File: src/verilog/wdt_pkg.sv
// Shared constants and types for the watchdog feed timer
package wdt_pkg;

  // Structure widths
  localparam int PRESC_W  = 13;
  localparam int TAP_BASE = 5;
  localparam int TAP_W    = 3;
  localparam int TIMER_W  = 8;
  localparam int DATA_W   = 8;
  localparam int SEL_W    = 3;

  // Register select codes on the special function register port
  localparam logic [SEL_W-1:0] SEL_CTRL     = 3'h0;
  localparam logic [SEL_W-1:0] SEL_AUTOLOAD = 3'h1;
  localparam logic [SEL_W-1:0] SEL_FEED1    = 3'h2;
  localparam logic [SEL_W-1:0] SEL_FEED2    = 3'h3;

  // Feed keys
  localparam logic [DATA_W-1:0] FEED_KEY1 = 8'ha5;
  localparam logic [DATA_W-1:0] FEED_KEY2 = 8'h5a;

  // Field positions in watchdog_control
  localparam int CTRL_TAP_HI = 7;
  localparam int CTRL_TAP_MID = 6;
  localparam int CTRL_TAP_LO = 5;
  localparam int CTRL_RUN    = 2;
  localparam int CTRL_TOF    = 1;

  // Reset values, zero constants and the timer step
  localparam logic [TAP_W-1:0]   RST_TAP      = 3'h7;
  localparam logic               RST_RUN      = 1'b1;
  localparam logic [DATA_W-1:0]  RST_AUTOLOAD = 8'h00;
  localparam logic [TIMER_W-1:0] RST_TIMER    = 8'h00;
  localparam logic [DATA_W-1:0]  RDATA_ZERO   = 8'h00;
  localparam logic [TIMER_W-1:0] TIMER_ZERO   = 8'h00;
  localparam logic [TIMER_W-1:0] TIMER_STEP   = 8'h01;

  // Feed sequencer states
  typedef enum logic [1:0] {
    FEED_IDLE  = 2'b01,
    FEED_ARMED = 2'b10
  } wdt_feed_e;

endpackage

File: src/verilog/wdt_prescaler.sv
// Watchdog prescaler with selectable decrement tap
`timescale 1ns/10ps
module wdt_prescaler #(
  parameter int PRESC_W  = wdt_pkg::PRESC_W,
  parameter int TAP_BASE = wdt_pkg::TAP_BASE,
  parameter int TAP_W    = wdt_pkg::TAP_W
) (
  input  wire logic             mclk,
  input  wire logic             rst_n,
  input  wire logic             timer_clock,
  input  wire logic             enable,
  input  wire logic             clear,
  input  wire logic [TAP_W-1:0] tap_sel,
  output logic                  dec_tick
);

  typedef struct packed {
    logic [PRESC_W-1:0] count;
  } wdt_presc_s;

  localparam logic [PRESC_W-1:0] PRESC_ZERO = '0;
  localparam logic [PRESC_W-1:0] PRESC_ONE  = {{(PRESC_W-1){1'b0}}, 1'b1};

  wdt_presc_s         st_r;
  wdt_presc_s         st_nxt;
  logic [PRESC_W-1:0] tap_mask;
  logic               step;

  // Tick is the carry into the selected bit, so tap 0 fires every 32 timer clocks
  always_comb begin
    tap_mask = PRESC_ZERO;
    for (int i = 0; i < PRESC_W; i++) begin
      tap_mask[i] = (i < (TAP_BASE + int'(tap_sel)));
    end
  end

  assign step     = enable & timer_clock;
  assign dec_tick = step & ((st_r.count & tap_mask) == tap_mask);

  always_comb begin
    st_nxt = st_r;
    if (clear) begin
      st_nxt.count = PRESC_ZERO;
    end else if (step) begin
      st_nxt.count = st_r.count + PRESC_ONE;
    end
  end

  always_ff @(posedge mclk or negedge rst_n) begin
    if (!rst_n) begin
      st_r.count <= PRESC_ZERO;
    end else begin
      st_r <= st_nxt;
    end
  end

endmodule

File: src/verilog/wdt_feed_timer.sv
// Watchdog feed timer: register port, feed sequencer, main timer and reset request
`timescale 1ns/10ps
// Function
// - 13-bit prescaler on the shared timer clock drives an 8-bit down-counting main timer.
// - Main timer decrements on a tap from upper 8 prescaler bits, fastest every 32.
// - Decrement at zero gives underflow and reloads from the autoload value.
// - Any autoload value including zero is legal; every autoload clears the prescaler.
// - The watchdog runs after every external reset; software must disable it explicitly.
// - Main timer cannot be written; only autoload events load it.
// - Feed is key A5 to first register then 5A to second; autoloads.
// - Correct first key followed by wrong second key causes immediate watchdog reset.
// - Any other register access between the two feed writes causes watchdog reset.
// - Run and tap writes stay pending until the next valid feed completes; a flag clear takes effect at once.
// - Tap select code k gives divisor 32 times two to the k.
// - Timeout equals oscillator period times N times divisor times autoload plus one.
// - External reset: run on, autoload zero, flag clear, prescaler clear, max tap.
// - External reset beats a coincident underflow; timeout flag stays clear.
// - Underflow autoloads, sets flag, keeps run, autoload, tap; resets the device.
// - Software may clear the timeout flag to identify watchdog resets.
// - Writing zero to control then feeding stops the watchdog.
// - Tap select bits sit at control bits 7 to 5, reset to one.
// - Run bit at control bit 2 resets to one; timeout flag at bit 1.
module wdt_feed_timer #(
  parameter int PRESC_W  = wdt_pkg::PRESC_W,
  parameter int TAP_BASE = wdt_pkg::TAP_BASE
) (
  input  wire logic                        mclk,
  input  wire logic                        rst_n,
  input  wire logic                        timer_clock,
  input  wire logic                        sfr_wr_en,
  input  wire logic                        sfr_rd_en,
  input  wire logic [wdt_pkg::SEL_W-1:0]   sfr_sel,
  input  wire logic [wdt_pkg::DATA_W-1:0]  sfr_wdata,
  output logic      [wdt_pkg::DATA_W-1:0]  sfr_rdata,
  output logic                             wdt_reset_req,
  output logic                             run_bit,
  output logic                             timeout_flag,
  output logic                             feed_armed,
  output logic      [wdt_pkg::TIMER_W-1:0] main_timer_value
);

  typedef struct packed {
    wdt_pkg::wdt_feed_e                feed_st;
    logic                              run;
    logic [wdt_pkg::TAP_W-1:0]         tap;
    logic                              run_pend;
    logic [wdt_pkg::TAP_W-1:0]         tap_pend;
    logic                              tof;
    logic [wdt_pkg::DATA_W-1:0]        autoload;
    logic [wdt_pkg::TIMER_W-1:0]       timer;
    logic [wdt_pkg::DATA_W-1:0]        rdata;
    logic                              wdt_rst;
  } wdt_state_s;

  wdt_state_s                  st_r;
  wdt_state_s                  st_nxt;

  logic                        dec_tick;
  logic                        presc_clear;
  logic                        access;
  logic                        wr_ctrl;
  logic                        wr_autoload;
  logic                        wr_feed1;
  logic                        wr_feed2;
  logic                        key1_ok;
  logic                        key2_ok;
  logic                        feed_ok;
  logic                        violation;
  logic                        underflow;
  logic                        tof_clear;
  logic [wdt_pkg::DATA_W-1:0]  ctrl_view;

  // Register port decode; one access per cycle is assumed
  assign access      = sfr_wr_en | sfr_rd_en;
  assign wr_ctrl     = sfr_wr_en & (sfr_sel == wdt_pkg::SEL_CTRL);
  assign wr_autoload = sfr_wr_en & (sfr_sel == wdt_pkg::SEL_AUTOLOAD);
  assign wr_feed1    = sfr_wr_en & (sfr_sel == wdt_pkg::SEL_FEED1);
  assign wr_feed2    = sfr_wr_en & (sfr_sel == wdt_pkg::SEL_FEED2);
  assign key1_ok     = wr_feed1 & (sfr_wdata == wdt_pkg::FEED_KEY1);
  assign key2_ok     = wr_feed2 & (sfr_wdata == wdt_pkg::FEED_KEY2);

  // Control readback shows the settings in force, not the pending ones
  always_comb begin
    ctrl_view                        = wdt_pkg::RDATA_ZERO;
    ctrl_view[wdt_pkg::CTRL_TAP_HI]  = st_r.tap[2];
    ctrl_view[wdt_pkg::CTRL_TAP_MID] = st_r.tap[1];
    ctrl_view[wdt_pkg::CTRL_TAP_LO]  = st_r.tap[0];
    ctrl_view[wdt_pkg::CTRL_RUN]     = st_r.run;
    ctrl_view[wdt_pkg::CTRL_TOF]     = st_r.tof;
  end

  // Timer advances only when the effective run bit is set
  wdt_prescaler #(
    .PRESC_W  (PRESC_W),
    .TAP_BASE (TAP_BASE),
    .TAP_W    (wdt_pkg::TAP_W)
  ) u_presc (
    .mclk        (mclk),
    .rst_n       (rst_n),
    .timer_clock (timer_clock),
    .enable      (st_r.run),
    .clear       (presc_clear),
    .tap_sel     (st_r.tap),
    .dec_tick    (dec_tick)
  );

  assign underflow = dec_tick & (st_r.timer == wdt_pkg::TIMER_ZERO);

  always_comb begin
    st_nxt         = st_r;
    st_nxt.wdt_rst = 1'b0;
    presc_clear    = 1'b0;
    feed_ok        = 1'b0;
    violation      = 1'b0;
    tof_clear      = 1'b0;

    // Read data is registered and held until the next read
    if (sfr_rd_en) begin
      case (sfr_sel)
        wdt_pkg::SEL_CTRL: begin
          st_nxt.rdata = ctrl_view;
        end
        wdt_pkg::SEL_AUTOLOAD: begin
          st_nxt.rdata = st_r.autoload;
        end
        default: begin
          st_nxt.rdata = wdt_pkg::RDATA_ZERO;
        end
      endcase
    end

    // Feed sequencer: the access after a good first key must be the second key
    case (st_r.feed_st)
      wdt_pkg::FEED_IDLE: begin
        if (key1_ok) begin
          st_nxt.feed_st = wdt_pkg::FEED_ARMED;
        end
      end
      wdt_pkg::FEED_ARMED: begin
        if (access) begin
          st_nxt.feed_st = wdt_pkg::FEED_IDLE;
          if (key2_ok) begin
            feed_ok = 1'b1;
          end else if (wr_feed2) begin
            violation = 1'b1;
          end else begin
            violation = 1'b1;
          end
        end
      end
      default: begin
        st_nxt.feed_st = wdt_pkg::FEED_IDLE;
      end
    endcase

    // Writes land only outside a feed; inside one they are the violation itself
    if (st_r.feed_st == wdt_pkg::FEED_IDLE) begin
      if (wr_ctrl) begin
        st_nxt.tap_pend = {sfr_wdata[wdt_pkg::CTRL_TAP_HI], sfr_wdata[wdt_pkg::CTRL_TAP_MID],
                           sfr_wdata[wdt_pkg::CTRL_TAP_LO]};
        st_nxt.run_pend = sfr_wdata[wdt_pkg::CTRL_RUN];
        tof_clear       = ~sfr_wdata[wdt_pkg::CTRL_TOF];
      end
      if (wr_autoload) begin
        st_nxt.autoload = sfr_wdata;
      end
    end

    if (tof_clear) begin
      st_nxt.tof = 1'b0;
    end

    // Main timer has no write path; it counts down or reloads
    if (dec_tick) begin
      if (underflow) begin
        st_nxt.timer = st_r.autoload;
      end else begin
        st_nxt.timer = st_r.timer - wdt_pkg::TIMER_STEP;
      end
    end

    // Valid feed commits pending control and reloads
    if (feed_ok) begin
      st_nxt.run   = st_r.run_pend;
      st_nxt.tap   = st_r.tap_pend;
      st_nxt.timer = st_r.autoload;
      presc_clear  = 1'b1;
    end

    // Watchdog reset: later than the clear so a coincident event keeps the flag
    if (underflow || violation) begin
      st_nxt.timer   = st_r.autoload;
      st_nxt.tof     = 1'b1;
      st_nxt.wdt_rst = 1'b1;
      st_nxt.feed_st = wdt_pkg::FEED_IDLE;
      presc_clear    = 1'b1;
    end
  end

  // External reset is asynchronous, so it always wins over an underflow
  always_ff @(posedge mclk or negedge rst_n) begin
    if (!rst_n) begin
      st_r.feed_st  <= wdt_pkg::FEED_IDLE;
      st_r.run      <= wdt_pkg::RST_RUN;
      st_r.tap      <= wdt_pkg::RST_TAP;
      st_r.run_pend <= wdt_pkg::RST_RUN;
      st_r.tap_pend <= wdt_pkg::RST_TAP;
      st_r.tof      <= 1'b0;
      st_r.autoload <= wdt_pkg::RST_AUTOLOAD;
      st_r.timer    <= wdt_pkg::RST_TIMER;
      st_r.rdata    <= wdt_pkg::RDATA_ZERO;
      st_r.wdt_rst  <= 1'b0;
    end else begin
      st_r <= st_nxt;
    end
  end

  // All outputs straight from the state register
  assign sfr_rdata        = st_r.rdata;
  assign wdt_reset_req    = st_r.wdt_rst;
  assign run_bit          = st_r.run;
  assign timeout_flag     = st_r.tof;
  assign feed_armed       = (st_r.feed_st == wdt_pkg::FEED_ARMED);
  assign main_timer_value = st_r.timer;

endmodule

File: config.mk
export PLATFORM = sky130hd
export DESIGN_NAME = wdt_feed_timer
export DESIGN_NICKNAME = d
export VERILOG_FILES = /design/src/verilog/wdt_pkg.sv /design/src/verilog/wdt_prescaler.sv /design/src/verilog/wdt_feed_timer.sv
export SDC_FILE = /design/constraint.sdc
export NUM_CORES = 1
export LEC_CHECK = 0
export BUFFER_PORTS_ARGS = -buffer_cell sky130_fd_sc_hd__buf_2
export CAP_MARGIN = 20
export CORE_ASPECT_RATIO = 0.5
export CORE_UTILIZATION = 50
export CTS_BUF_LIST = sky130_fd_sc_hd__clkbuf_4 sky130_fd_sc_hd__clkbuf_8
export DETAILED_ROUTE_END_ITERATION = 8
export PLACE_DENSITY = 0.7
export SYNTH_ARGS = -nofsm -noshare
export SYNTH_HDL_FRONTEND = slang
export SYNTH_SLANG_ARGS = --single-unit
File: constraint.sdc
create_clock -name mclk -period 5.7 [get_ports mclk]
set_clock_uncertainty 0.2 [all_clocks]
set_input_delay 0.285 -clock mclk [delete_from_list [all_inputs] [get_ports mclk]]
set_output_delay 0.285 -clock mclk [all_outputs]
set_load 0.005 [all_outputs]
==> flow_summary.json <==
{
  "core_sq_um": 5000,
  "worstHoldStart": "sfr_wdata[5]",
  "syn_nets": 283,
  "areaGrowthSynthToFinish_pct": 9.143,
  "route.met2.wl_um": 2537,
  "holdCritPathClass": "in -> reg",
  "stdcell_count": 358,
  "syn_area_sq_um": 2628,
  "end_kind": "flip-flop",
  "min_to": "st_r[22]",
  "dieWidth_um": 104.5,
  "finalCriticalPeriod_ns": 2.689,
  "hold_viol_final": 0,
  "place_inst": 347,
  "ys_ff_latch": 49,
  "worstPathRequired_ns": 5.74,
  "top_layer_used": "met4",
  "regToRegEndpoint": "main_timer_value[7]",
  "rsz0062_at_grt": "false",
  "path_cells": "inv_1 -> ha_1 -> nand2b_4 -> or4_4 -> or2_4 -> o41ai_4 -> buf_6 -> nand2_1 -> o21ai_1",
  "drtPass1Iterations": 4,
  "worst_slew_pin_slew_ns": 1.076,
  "reg2regPathDepth": 9,
  "hpwl_um": 4061,
  "drv_slew": 0,
  "leakage_nw": 1.303,
  "yosysWarnings": 0,
  "synth-edff-count": 0,
  "start_util_pct": 52.55,
  "cts-buffers-inserted": 5,
  "setup_viol": 0,
  "wire_per_inst_um": 15.45,
  "final.setup.tns_ns": 0,
  "crit_type": "reg -> reg",
  "async_reset_ff_share_pct": 100.0,
  "synth_cells": 263,
  "antenna_found_initial": 0,
  "place_congestion": 0.7947,
  "start_kind": "flip-flop",
  "max_stage_delay_ns": 0.55,
  "drc": 0,
  "cpLargestDelayFamily": "simple AND/OR/NAND/NOR gates",
  "r2r_slack_ns": 3.01,
  "critical_path.reg2reg.startpoint": "main_timer_value[0]",
  "worst_ep_arrival_time_ns": 2.73,
  "grt-ovfl-total": 0,
  "drtIter0Drc": 71,
  "diodes": 0,
  "wl_um": 5531,
  "num-nets-final": 307,
  "first_global_vias": 1914,
  "ant_nets": 0,
  "m1WireLength_um": 2729,
  "cts_root_buf": "clkbuf_8",
  "clock.fmax_mhz": 371.9,
  "status": "finished clean",
  "ys.flop_type": "dfrtp_1",
  "cp_max_fo": 15,
  "layout-drive-gt1-share_pct": 26.04,
  "cts_tree": "yes",
  "insertion_delay_ns": 0.31,
  "h-tree-depth": 2,
  "grt_pass1_wl_um": 9142,
  "via_count": 1951,
  "critical_path_buf_inv_count": 2,
  "dieHeight_um": 53.26,
  "maxCapViolCount": 0,
  "clock_sinks": 49,
  "rows": 18,
  "post-route-util_pct": 57.36,
  "cellPowerDensity_nw_per_um2": 233.2,
  "clockBufferDepth": 2,
  "vdd_drop_max_uv": 114.7,
  "slowest_stage": "o41ai_4",
  "vias_per_cell": 5.450,
  "whs_path_depth": 3,
  "wl_met3_um": 231,
  "slew_headroom_pct": 27.62,
  "cts_resized": 0,
  "die_area_sq_um": 5567,
  "cts.clk_slew.worst_paths_ns": 0.10,
  "grt_max_degree": 50,
  "period_share_pct": 47.17,
  "yosysUniqueCellTypes": 50,
  "track_usage_pct": 21.90,
  "synth_area_per_cell_sq_um": 9.991,
  "ys_seq_area_share_pct": 47.10,
  "io_pins": 36,
  "io_buffers": 35
}
==> through the flow <==
stage	setup slack (ns)	hold slack [ns]	total power [mW]	instance area (sq um)
floorplan	3.303	-0.2106	0.4251	2628
global placement	2.676	0.2172	0.4470	2743
detailed placement	2.585	0.2241	0.4496	2743
CTS	2.567	0.02367	0.6739	2851
global route	2.818	0.03584	0.6952	2868
finish	3.011	0.02848	0.6687	2868
==> sequential cells by signal, indices dropped and copies added, names as in the netlist <==
signal / count
st_r: 14
u_presc.st_r: 13
main_timer_value: 8
sfr_rdata: 8
ctrl_view: 3
run_bit: 1
timeout_flag: 1
wdt_reset_req: 1
==> what timing repair did <==
item,4_1_cts,5_1_grt
setup buffers,0,0
hold buffers,1,0
hold endpoints to repair,40,0
==> synthesized netlist by cell type, types with 4 or more instances <==
master	number	area, sq um
nor3_1	7	35.03
nand4_1	4	25.02
dfstp_2	9	236.5
nand3_1	9	45.04
a21oi_1	16	80.08
a22oi_1	5	37.54
and3_1	4	25.02
inv_1	13	48.80
nand2_1	22	82.58
ha_1	4	50.05
buf_4	17	127.6
xor2_1	4	35.03
mux2_2	14	157.7
o21ai_0	13	65.06
nor4_1	4	25.02
nor2_1	17	63.81
xnor2_1	6	52.55
dfrtp_1	40	1001
or3_1	6	37.54
==> final cells by class <==
| cell class | instances | area (sq um) |
|---|---|---|
| clock inverter | 2 | 16.27 |
| fill | 461 | 2132 |
| timing repair buffer | 39 | 209.0 |
| inverter | 13 | 48.80 |
| tap | 70 | 87.58 |
| sequential | 49 | 1237 |
| multi-input combinational | 179 | 1186 |
| clock buffer | 6 | 82.58 |
==> power by group <==
part / leakage, nW / switching [mW] / internal, mW
logic: 0.643 / 0.0275 / 0.0260
clock network: 0.0478 / 0.125 / 0.100
registers: 0.613 / 0.0159 / 0.374
total: 1.30 / 0.168 / 0.501
==> cells in the final DEF, fill, tap and decap left out, types with 2 or more instances in the layout <==
master / n
a211o_1: 2
a21o_1: 2
a21oi_1: 16
a22oi_1: 5
a32oi_1: 2
and2_1: 3
and3_1: 4
buf_2: 36
clkbuf_8: 6
dfrtp_1: 40
dfstp_2: 9
ha_1: 4
inv_1: 13
mux2_2: 14
nand2_1: 22
nand2b_1: 3
nand3_1: 9
nand3b_1: 2
nand4_1: 4
nor2_1: 17
nor2b_1: 3
nor3_1: 7
nor4_1: 4
nor4bb_1: 2
o211ai_1: 2
o21ai_0: 13
o21ai_1: 2
o22ai_1: 2
o31a_1: 2
or2_2: 2
or3_1: 6
xnor2_1: 6
xor2_1: 4
==> kinds of logic after synthesis <==
| kind of cell | after synthesis | synth area share, % |
|---|---|---|
| buffers and inverters | 35 | 7.762 |
| adders and majority gates | 4 | 1.905 |
| and+or+nand+nor | 97 | 20.24 |
| AOI/OAI and AO/OA | 53 | 13.29 |
| xor gates and xnor gates | 10 | 3.333 |
| DFF | 49 | 47.10 |
| muxes | 15 | 6.381 |
==> worst max-delay path by stage <==
stage               slack [ns]                  end                start  depth (start not counted)
floorplan                 3.30      u_presc.st_r[7]  main_timer_value[0]                          8
global placement          2.68  main_timer_value[0]  main_timer_value[0]                          7
detailed placement        2.58  main_timer_value[4]  main_timer_value[0]                          8
CTS                       2.57  main_timer_value[4]  main_timer_value[0]                          8
global route              2.82  main_timer_value[7]  main_timer_value[0]                          9
finish                    3.01  main_timer_value[7]  main_timer_value[0]                          9
==> tightest hold or removal path: stages <==
cell,delay [ns]
buf_2,0.11
nand2_1,0.05
o21ai_0,0.06
==> routing by layer <==
metal | track usage (%) | vias up
met1 | 28.40 | 941
met2 | 37.09 | 35
met5 | 0 | -
met3 | 5.665 | 4
li1 | - | 971
met4 | 5.714 | 0
Note: power is estimated with default switching activity, not from simulation.
